### src/core/output_compare_pkg.sv
// Constants, field positions and carrier types for the output compare channel
package output_compare_pkg;

    // Register byte addresses on the APB slave
    localparam logic [7:0] ADDR_CONTROL_ONE = 8'h00;
    localparam logic [7:0] ADDR_CONTROL_TWO = 8'h04;
    localparam logic [7:0] ADDR_PRIMARY     = 8'h08;
    localparam logic [7:0] ADDR_SECONDARY   = 8'h0c;
    localparam logic [7:0] ADDR_PERIOD      = 8'h10;
    localparam logic [7:0] ADDR_TIMER       = 8'h14;

    // First control register fields
    localparam int IDLE_HALT_POS      = 13;
    localparam int TB_SEL_LSB         = 10;
    localparam int FAULT_EN_LSB       = 7;
    localparam int FAULT_FLAG_LSB     = 4;
    localparam int TRIG_CLR_MODE_POS  = 3;
    localparam int MODE_LSB           = 0;
    localparam logic [15:0] CONTROL_ONE_MASK  = 16'h3fff;
    localparam logic [15:0] CONTROL_ONE_RESET = 16'h0000;

    // Second control register fields (upper byte and trigger status)
    localparam int FAULT_CLEAR_MODE_POS  = 15;
    localparam int FAULT_DRIVE_LEVEL_POS = 14;
    localparam int FAULT_FLOAT_EN_POS    = 13;
    localparam int OUTPUT_INVERT_POS     = 12;
    localparam int TRIG_STATUS_POS       = 6;
    localparam logic [15:0] CONTROL_TWO_MASK  = 16'hf740;
    localparam logic [15:0] CONTROL_TWO_RESET = 16'h0000;

    localparam logic [15:0] COMPARE_RESET = 16'h0000;
    localparam logic [15:0] PERIOD_RESET  = 16'hffff;

    // Time base select codes
    localparam logic [2:0] TB_PERIPHERAL = 3'b111;
    localparam logic [2:0] TB_TIMER1     = 3'b100;
    localparam logic [2:0] TB_TIMER5     = 3'b011;

    typedef enum logic [2:0] {
        MODE_OFF         = 3'b000,
        MODE_SINGLE_HIGH = 3'b001,
        MODE_SINGLE_LOW  = 3'b010,
        MODE_TOGGLE      = 3'b011,
        MODE_DOUBLE_ONE  = 3'b100,
        MODE_DOUBLE_CONT = 3'b101,
        MODE_PWM_EDGE    = 3'b110,
        MODE_PWM_CENTER  = 3'b111
    } compare_mode_t;

    typedef struct packed {
        logic        psel;
        logic        penable;
        logic        pwrite;
        logic [7:0]  paddr;
        logic [31:0] pwdata;
    } apb_req_t;

    typedef struct packed {
        logic [31:0] prdata;
        logic        pready;
        logic        pslverr;
    } apb_rsp_t;

    typedef struct packed {
        apb_rsp_t    rsp;
        logic [15:0] control_one;
        logic [15:0] control_two;
        logic [15:0] primary;
        logic [15:0] secondary;
        logic [15:0] period;
        logic [15:0] primary_buf;
        logic [15:0] secondary_buf;
        logic [15:0] timer;
        logic        count_down;
        logic        shot_done;
        logic        out_level;
        logic        pin;
        logic        irq;
        logic [2:0]  sync1;
        logic [2:0]  sync2;
        logic [2:0]  sync3;
        logic [2:0]  fault_seen;
    } state_t;

endpackage : output_compare_pkg

### src/core/output_compare_pwm_control.sv
// Output compare and PWM channel with APB register access
`timescale 1ns/100ps

module output_compare_pwm_control #(
    parameter int CHANNEL_NUM = 1
) (
    input  wire logic                         pclk,
    input  wire logic                         presetn,
    input  wire output_compare_pkg::apb_req_t apb_req,
    output      output_compare_pkg::apb_rsp_t apb_rsp,
    input  wire logic                         cpu_idle,
    input  wire logic [3:0]                   timer_ticks,
    input  wire logic                         timer1_tick,
    input  wire logic [2:0]                   comparator_out,
    input  wire logic                         fault_pin_a,
    input  wire logic                         fault_pin_b,
    output      logic                         compare_output_pin,
    output      logic                         compare_irq_flag,
    output      logic                         trigger_status
);

    localparam int CMP_IDX = (CHANNEL_NUM - 1) / 3;

    output_compare_pkg::state_t r;
    output_compare_pkg::state_t n;

    function automatic logic is_pwm(input logic [2:0] mode);
        is_pwm = (mode == output_compare_pkg::MODE_PWM_EDGE) || (mode == output_compare_pkg::MODE_PWM_CENTER);
    endfunction : is_pwm

    function automatic logic mapped(input logic [7:0] addr);
        mapped = (addr == output_compare_pkg::ADDR_CONTROL_ONE) || (addr == output_compare_pkg::ADDR_CONTROL_TWO)
              || (addr == output_compare_pkg::ADDR_PRIMARY) || (addr == output_compare_pkg::ADDR_SECONDARY)
              || (addr == output_compare_pkg::ADDR_PERIOD) || (addr == output_compare_pkg::ADDR_TIMER);
    endfunction : mapped

    logic        cmp_raw;
    logic [2:0]  mode;
    logic [2:0]  tb_sel;
    logic [2:0]  fault_en;
    logic        tick;
    logic        run;
    logic        at_period;
    logic        reload;
    logic        match_p;
    logic        match_s;
    logic [15:0] primary_eff;
    logic [15:0] secondary_eff;
    logic        wr;
    logic [2:0]  fault_event;
    logic        pwm_level;

    assign cmp_raw = comparator_out[CMP_IDX];

    always_comb begin
        n = r;
        n.rsp.pready = 1'b0;
        n.rsp.pslverr = 1'b0;
        n.irq = 1'b0;
        pwm_level = 1'b0;

        mode     = r.control_one[output_compare_pkg::MODE_LSB +: 3];
        tb_sel   = r.control_one[output_compare_pkg::TB_SEL_LSB +: 3];
        fault_en = r.control_one[output_compare_pkg::FAULT_EN_LSB +: 3];

        // Three-stage synchronisers, a change is taken once stages two and three agree
        n.sync1 = {cmp_raw, fault_pin_b, fault_pin_a};
        n.sync2 = r.sync1;
        n.sync3 = r.sync2;
        for (int i = 0; i < 3; i++) begin
            if (r.sync2[i] == r.sync3[i]) begin
                n.fault_seen[i] = r.sync3[i];
            end
        end

        // Time base selection
        case (tb_sel)
            output_compare_pkg::TB_PERIPHERAL: tick = 1'b1;
            output_compare_pkg::TB_TIMER1:     tick = timer1_tick;
            3'b000, 3'b001, 3'b010, output_compare_pkg::TB_TIMER5: tick = timer_ticks[tb_sel[1:0]];
            default:                           tick = 1'b0;
        endcase
        run = tick && (mode != output_compare_pkg::MODE_OFF)
            && !(r.control_one[output_compare_pkg::IDLE_HALT_POS] && cpu_idle);

        at_period     = (r.timer == r.period);
        reload        = run && at_period && is_pwm(mode);
        primary_eff   = is_pwm(mode) ? r.primary_buf : r.primary;
        secondary_eff = is_pwm(mode) ? r.secondary_buf : r.secondary;
        match_p       = run && (r.timer == primary_eff);
        match_s       = run && (r.timer == secondary_eff);

        // Channel timer
        if (run) begin
            if (mode == output_compare_pkg::MODE_PWM_CENTER) begin
                if (!r.count_down) begin
                    if (at_period) begin
                        n.count_down = 1'b1;
                        n.timer = (r.timer == 16'h0000) ? r.timer : r.timer - 16'h0001;
                    end else begin
                        n.timer = r.timer + 16'h0001;
                    end
                end else if (r.timer == 16'h0000) begin
                    n.count_down = 1'b0;
                    n.timer = at_period ? r.timer : r.timer + 16'h0001;
                end else begin
                    n.timer = r.timer - 16'h0001;
                end
            end else begin
                n.count_down = 1'b0;
                n.timer = at_period ? 16'h0000 : r.timer + 16'h0001;
            end
        end

        // Double-buffered duty values
        if (reload) begin
            n.primary_buf = r.primary;
            n.secondary_buf = r.secondary;
            n.irq = 1'b1;
        end

        // Output behaviour per mode
        case (mode)
            output_compare_pkg::MODE_SINGLE_HIGH: begin
                if (match_p && !r.shot_done) begin
                    n.out_level = 1'b1;
                    n.shot_done = 1'b1;
                end
                n.irq = match_p;
            end
            output_compare_pkg::MODE_SINGLE_LOW: begin
                if (match_p && !r.shot_done) begin
                    n.out_level = 1'b0;
                    n.shot_done = 1'b1;
                end
                n.irq = match_p;
            end
            output_compare_pkg::MODE_TOGGLE: begin
                if (match_p) begin
                    n.out_level = !r.out_level;
                end
                n.irq = match_p;
            end
            output_compare_pkg::MODE_DOUBLE_ONE: begin
                if (!r.shot_done) begin
                    if (match_p) begin
                        n.out_level = 1'b1;
                    end
                    if (match_s && r.out_level) begin
                        n.out_level = 1'b0;
                        n.shot_done = 1'b1;
                    end
                end
                n.irq = match_s;
            end
            output_compare_pkg::MODE_DOUBLE_CONT: begin
                if (match_p) begin
                    n.out_level = 1'b1;
                end
                if (match_s) begin
                    n.out_level = 1'b0;
                end
                n.irq = match_s;
            end
            output_compare_pkg::MODE_PWM_EDGE, output_compare_pkg::MODE_PWM_CENTER: begin
                if (mode == output_compare_pkg::MODE_PWM_CENTER) begin
                    pwm_level = (n.timer >= n.primary_buf);
                end else begin
                    pwm_level = (n.timer >= n.primary_buf) && (n.timer < n.secondary_buf);
                end
                if (n.secondary_buf > r.period) begin
                    pwm_level = 1'b1;
                end
                n.out_level = pwm_level;
            end
            default: begin
                n.out_level = 1'b0;
            end
        endcase

        // Register access: setup cycle answers on the next edge
        wr = apb_req.psel && apb_req.penable && apb_req.pwrite && r.rsp.pready && !r.rsp.pslverr;
        if (apb_req.psel && !apb_req.penable) begin
            n.rsp.pready = 1'b1;
            n.rsp.pslverr = !mapped(apb_req.paddr);
            n.rsp.prdata = 32'h0000_0000;
            case (apb_req.paddr)
                output_compare_pkg::ADDR_CONTROL_ONE: n.rsp.prdata[15:0] = r.control_one;
                output_compare_pkg::ADDR_CONTROL_TWO: n.rsp.prdata[15:0] = r.control_two;
                output_compare_pkg::ADDR_PRIMARY:     n.rsp.prdata[15:0] = r.primary;
                output_compare_pkg::ADDR_SECONDARY:   n.rsp.prdata[15:0] = r.secondary;
                output_compare_pkg::ADDR_PERIOD:      n.rsp.prdata[15:0] = r.period;
                output_compare_pkg::ADDR_TIMER:       n.rsp.prdata[15:0] = r.timer;
                default:                              n.rsp.prdata = 32'h0000_0000;
            endcase
        end

        // Hardware clear of trigger status comes first so a software set wins
        if (r.control_one[output_compare_pkg::TRIG_CLR_MODE_POS] && match_s) begin
            n.control_two[output_compare_pkg::TRIG_STATUS_POS] = 1'b0;
        end

        if (wr) begin
            case (apb_req.paddr)
                output_compare_pkg::ADDR_CONTROL_ONE: begin
                    n.control_one = apb_req.pwdata[15:0] & output_compare_pkg::CONTROL_ONE_MASK;
                    n.shot_done = 1'b0;
                    n.out_level = (apb_req.pwdata[2:0] == output_compare_pkg::MODE_SINGLE_LOW);
                end
                output_compare_pkg::ADDR_CONTROL_TWO: begin
                    n.control_two = apb_req.pwdata[15:0] & output_compare_pkg::CONTROL_TWO_MASK;
                end
                output_compare_pkg::ADDR_PRIMARY:   n.primary = apb_req.pwdata[15:0];
                output_compare_pkg::ADDR_SECONDARY: n.secondary = apb_req.pwdata[15:0];
                output_compare_pkg::ADDR_PERIOD:    n.period = apb_req.pwdata[15:0];
                default: begin
                end
            endcase
        end

        // Fault capture; hardware set wins over a software clear
        fault_event = r.fault_seen & fault_en;
        if (is_pwm(n.control_one[2:0])) begin
            n.control_one[output_compare_pkg::FAULT_FLAG_LSB +: 3] =
                n.control_one[output_compare_pkg::FAULT_FLAG_LSB +: 3] | fault_event;
            if (|n.control_one[output_compare_pkg::FAULT_FLAG_LSB +: 3]) begin
                n.out_level = n.control_two[output_compare_pkg::FAULT_DRIVE_LEVEL_POS];
            end
        end

        if (n.control_one[2:0] == output_compare_pkg::MODE_OFF) begin
            n.out_level = 1'b0;
        end
        n.pin = n.out_level ^ n.control_two[output_compare_pkg::OUTPUT_INVERT_POS];
    end

    always_ff @(posedge pclk or negedge presetn) begin
        if (!presetn) begin
            r.rsp           <= '0;
            r.control_one   <= output_compare_pkg::CONTROL_ONE_RESET;
            r.control_two   <= output_compare_pkg::CONTROL_TWO_RESET;
            r.primary       <= output_compare_pkg::COMPARE_RESET;
            r.secondary     <= output_compare_pkg::COMPARE_RESET;
            r.period        <= output_compare_pkg::PERIOD_RESET;
            r.primary_buf   <= output_compare_pkg::COMPARE_RESET;
            r.secondary_buf <= output_compare_pkg::COMPARE_RESET;
            r.timer         <= output_compare_pkg::COMPARE_RESET;
            r.count_down    <= 1'b0;
            r.shot_done     <= 1'b0;
            r.out_level     <= 1'b0;
            r.pin           <= 1'b0;
            r.irq           <= 1'b0;
            r.sync1         <= 3'h0;
            r.sync2         <= 3'h0;
            r.sync3         <= 3'h0;
            r.fault_seen    <= 3'h0;
        end else begin
            r <= n;
        end
    end

    assign apb_rsp            = r.rsp;
    assign compare_output_pin = r.pin;
    assign compare_irq_flag   = r.irq;
    assign trigger_status     = r.control_two[output_compare_pkg::TRIG_STATUS_POS];

endmodule : output_compare_pwm_control

### config.mk
export PLATFORM = sky130hd
export DESIGN_NAME = output_compare_pwm_control
export DESIGN_NICKNAME = d
export VERILOG_FILES = /design/src/core/output_compare_pkg.sv /design/src/core/output_compare_pwm_control.sv
export SDC_FILE = /design/constraint.sdc
export NUM_CORES = 1
export LEC_CHECK = 0
export BUFFER_PORTS_ARGS = -buffer_cell sky130_fd_sc_hd__buf_4
export CAP_MARGIN = 20
export CORE_MARGIN = 3
export CORE_UTILIZATION = 50
export DETAILED_ROUTE_END_ITERATION = 8
export PLACE_DENSITY = 0.68
export SYNTH_ARGS = -nofsm -noshare
export SYNTH_HDL_FRONTEND = slang
export SYNTH_SLANG_ARGS = --single-unit
### constraint.sdc
create_clock -name pclk -period 10.5 [get_ports pclk]
set_clock_uncertainty 0.05 [all_clocks]
set_input_delay 2.625 -clock pclk [delete_from_list [all_inputs] [get_ports pclk]]
set_output_delay 2.625 -clock pclk [all_outputs]
set_load 0.01 [all_outputs]
After elaboration in Yosys (flattened, before gate mapping) --
Cells that the tools add are included.
Storage, ports and cells: input port bits 56, latch bits 0, logic and storage cells 147, bits in read-only memories 0, memory bits (writable) 0, bits in registers 153, memories 0
Operators by class: reductions and logical operators 44, $add $sub $neg 2, multipliers 0, shift-type cells 0, $lt $le $gt $ge 4, divide/modulo/power cells 0, multiplexer cells 44, bitwise gates (word level) 3, eq/ne operators 26
Operators by type and width (number):
- $mux W16 | 11
- $pmux W16 S6 | 1
- $mux W71 | 1
- $mux W17 | 3
- $eq A16 B16 Y1 | 3
- $mux W32 | 1
- $eq A3 B3 Y1 const B | 8
- $add A16 B1 Y16 const B | 1
- $eq A8 B4 Y1 const B | 2
- $eq A8 B5 Y1 const B | 2
- $ge A16 B16 Y1 | 1
- $gt A16 B16 Y1 | 1
- $logic_and A1 B1 Y1 | 16
- $logic_not A16 Y1 | 1
- $lt A16 B16 Y1 | 1
- $sub A16 B1 Y16 const B | 1
- $eq A3 B2 Y1 const B | 5
- $mux W2 | 7
- $mux W1 | 13
- $reduce_and A2 Y1 | 5
- $eq A8 B3 Y1 const B | 1
- $logic_not A8 Y1 | 1
- $logic_or A1 B1 Y1 | 7
- $mux W7 | 1
- other kinds (17) | 29

Depth between registers and ports, before layout --
depth in word-level cells 19, mapped depth 22, depth with buffers taken out 20

Worst setup path before layout --
No wires, ideal clock.
kind input port to flip-flop, start point input port timer_ticks[2], end point register r (netlist bit compare_output_pin), cell stages on the path 15, buffers on the path 1, path slack 4072 ps, data arrival time 6256 ps, data required time 10328 ps, cell sequence nand2b_1 a311oi_1 nand4_1 nor3_2 clkbuf_1 mux2_2 ha_1 a21oi_1 o21ai_0 a21o_1 a221oi_1 a21oi_1 or4_1 a211o_1 xor2_1
RTL lines:
- start, declared | line output_compare_pwm_control.sv:12 | input wire logic [3:0] timer_ticks,
- end signal, assigned | line output_compare_pwm_control.sv:258 | r <= n;
- end, declared | line output_compare_pwm_control.sv:24 | output_compare_pkg::state_t r;

==> reports/results.ini <==
[sta]
worst_pin_slew_ns = 1.02
rsz0062_at_grt = false
period_needed_ns = 6.88
hold_viol = 0
clock.fmax_mhz = 145
maxSlewHeadroom_pct = 30.4
drv_slew = 0
tns_ns = 0
final-setup-viol-count = 0
period_share_pct = 65.5

[clock_network]
clk_latency_ns = 0.44
htreeDepth = 4
cts_max_path_buffers = 2
cts_resized = 0
cts.sinks = 153
root_buffer = clkbuf_16
hold_buffers = 0
cts_made_buffers = 17
tritoncts = yes
clk_pin_slew_ns = 0.08
cts_setup_buffers = 0

[cells_and_area]
synthToLayoutAreaGrowth_pct = 10.9
seq_area_mm2 = 0.00385
mostFrequentLayoutCells = 137 x dfrtp_1, 102 x nand2_1, 76 x buf_4
instances_no_fill = 1368
drive_above_1_share_pct = 18.9
fillers = 1787
nets = 1198
antenna_cells = 0
layout_commonest_cell = dfrtp_1
multi_input_area_mm2 = 0.00543

[logic_synthesis]
synthXorXnorAreaFrac_pct = 3.76
synth_warnings = 0
synth_compound_area_share_pct = 16.4
synthFlopType = dfrtp_1
synthCells = 1073
syn_area_per_cell_um2 = 9.33
yosysUniqueCellTypes = 72
async_reset_ff_share_pct = 100
yosys.area_share.simple_pct = 14.2
synth_edf_count = 0
synthAdderAreaFrac_pct = 6.80
synth.cell_area_mm2 = 0.0100
synth_top_family_by_area = compound AO/OA/AOI/OAI gates
ys_seq_area_share_pct = 38.5
synth_mux_area_share_pct = 12.5
ys_ff_latch = 153

[floorplanning]
io_pins = 93
rows = 51
start_util_pct = 51.1
coreArea_mm2 = 0.0196
die_area_mm2 = 0.0217
chipHeight_um = 147
chipWidth_um = 147

[min_path]
hp-class = reg -> reg
hold_end = n[4]
hold_depth = 0
hp-start = n[7]

[global_route]
overflow = 0
grt_pass1_wl_um = 47600
grt_max_degree = 101
antenna_found_initial = 1
grt_pass1_vias = 7902
grt_usage_pct = 28.6

[placement]
place_congestion = 0.940
dp.cells = 1336
dp_hpwl_um = 22200
numPortBuffers = 58

[power]
vdd.ir_drop.worst_mv = 0.113
cellLeakagePower_nw = 5.28
power_density_mw_per_mm2 = 119

[detailed_routing]
drt_iter0_markers = 928
dr_total_vias = 8422
drc = 0
ant_nets = 0
via_per_inst = 6.16
finalWirelength_um = 30500
wl_per_cell_um = 22.3
dr.pass1.iters = 5

[critical_path]
crit_arrival_ns = 7.19
critPathBufInv = 4
crit_path_cell_trace = buf_4, nand2b_1, a311oi_1, nand4_1, buf_4, nor3_4, buf_4, mux2_2, inv_1, ha_1, a21o_1, a21o_1, a21oi_1, nor3_1, o31ai_1, o2111ai_1, a211oi_1, a211o_1, xor2_1
r2r-end = compare_output_pin
cp-start-kind = primary input
cp_common_cell = buf_4
crit_type = in -> reg
crit_slowest_cell = nor3_4
worstPathRequired_ns = 10.81
worstSetupStartpoint = timer_ticks[2]
reg2regPathDepth = 17
path_max_fanout = 24
slowest_delay_ns = 0.57
r2r-start = r[27]
path_delay_family = compound AO/OA/AOI/OAI gates
r2r_slack_ns = 4.32
end_kind = flip-flop

[flow_run]
drv_cap = 0

[run_status]
outcome = completed

==> cells in the mapped netlist, types with 13 or more instances <==
| cell type | n | area (um^2) |
|---|---|---|
| nand2_1 | 102 | 383 |
| o21ai_0 | 58 | 290 |
| nor2b_1 | 13 | 81.3 |
| buf_4 | 35 | 263 |
| mux2i_1 | 45 | 450 |
| a22oi_1 | 14 | 105 |
| ha_1 | 52 | 651 |
| nand4_1 | 14 | 87.6 |
| clkbuf_1 | 54 | 203 |
| dfstp_2 | 16 | 420 |
| inv_1 | 75 | 282 |
| mux2_2 | 69 | 777 |
| xor2_1 | 29 | 254 |
| nand3_1 | 19 | 95.1 |
| xnor2_1 | 14 | 123 |
| dfrtp_1 | 137 | 3430 |
| a21oi_1 | 42 | 210 |
| nor2_1 | 54 | 203 |
| o22ai_1 | 16 | 100 |
| nor3_1 | 21 | 105 |
==> cell type report <==
class | instances | area share, %
Inverter | 78 | 2.64
Tap cell | 265 | 2.99
Sequential cell | 153 | 34.7
Multi-Input combinational cell | 763 | 49.0
Clock inverter | 15 | 1.62
Timing Repair Buffer | 77 | 5.24
Clock buffer | 17 | 3.83
==> routing by layer <==
metal	share of wire, %	GRT usage [%]	vias to the layer above
li1	-	-	3854
met1	44	41.6	4150
met2	45	43.3	370
met3	8.1	5.73	48
met4	2.6	8.67	0
met5	0	0	-
==> per-stage QoR <==
step	hold slack, ns	total power [mW]	area (um^2)	utilization [%]	setup slack (ns)
after CTS	0.303	1.33	11100	56.6	3.68
final	0.300	1.32	11100	56.6	3.62
after global placement	0.284	0.705	10500	53.5	3.25
after floorplan	0.281	0.667	10100	-	4.07
after global routing	0.321	1.37	11100	56.6	3.39
after detailed placement	0.285	0.707	10500	53.5	3.22
==> state kept, by name (all words and copies together), names as in the netlist <==
register,cells
fault_en,3
mode,3
r,120
trigger_status,1
compare_irq_flag,1
compare_output_pin,1
n,6
apb_rsp,18
==> logic make-up after synthesis <==
family / count (synthesis)
AO/OA/AOI/OAI: 245
XOR/XNOR: 43
adder cells (fa/ha/maj): 55
buffers and inverters: 172
flip-flops: 153
multiplexers: 116
other: 1
AND/OR/NAND/NOR: 288
==> power by group <==
group | internal (mW) | total [mW] | switching [mW]
registers | 0.595 | 0.600 | 0.00433
logic | 0.0342 | 0.0967 | 0.0625
clock network | 0.322 | 0.625 | 0.303
total | 0.951 | 1.32 | 0.370
==> worst max-delay path by stage <==
| stage | endpoint | slack [ns] | cells past startpoint |
|---|---|---|---|
| 6_report | compare_output_pin | 3.62 | 19 |
| 5_1_grt | compare_output_pin | 3.39 | 19 |
| 4_1_cts | compare_output_pin | 3.68 | 15 |
| 3_5_place_dp | compare_output_pin | 3.22 | 15 |
| 3_3_place_gp | compare_output_pin | 3.25 | 15 |
| 2_1_floorplan | compare_output_pin | 4.07 | 15 |
==> worst reg2reg max path: stages (launching register included) <==
cell	delay (ns)
dfrtp_1	0.61
xor2_1	0.22
nor4_1	0.53
nand4_1	0.80
nor3_4	0.81
buf_4	0.47
mux2_2	0.42
inv_1	0.10
ha_1	0.25
a21o_1	0.16
a21o_1	0.17
a21oi_1	0.20
nor3_1	0.07
o31ai_1	0.24
o2111ai_1	0.23
a211oi_1	0.40
a211o_1	0.19
xor2_1	0.17
No activity file was read; power rests on OpenSTA's default activity.
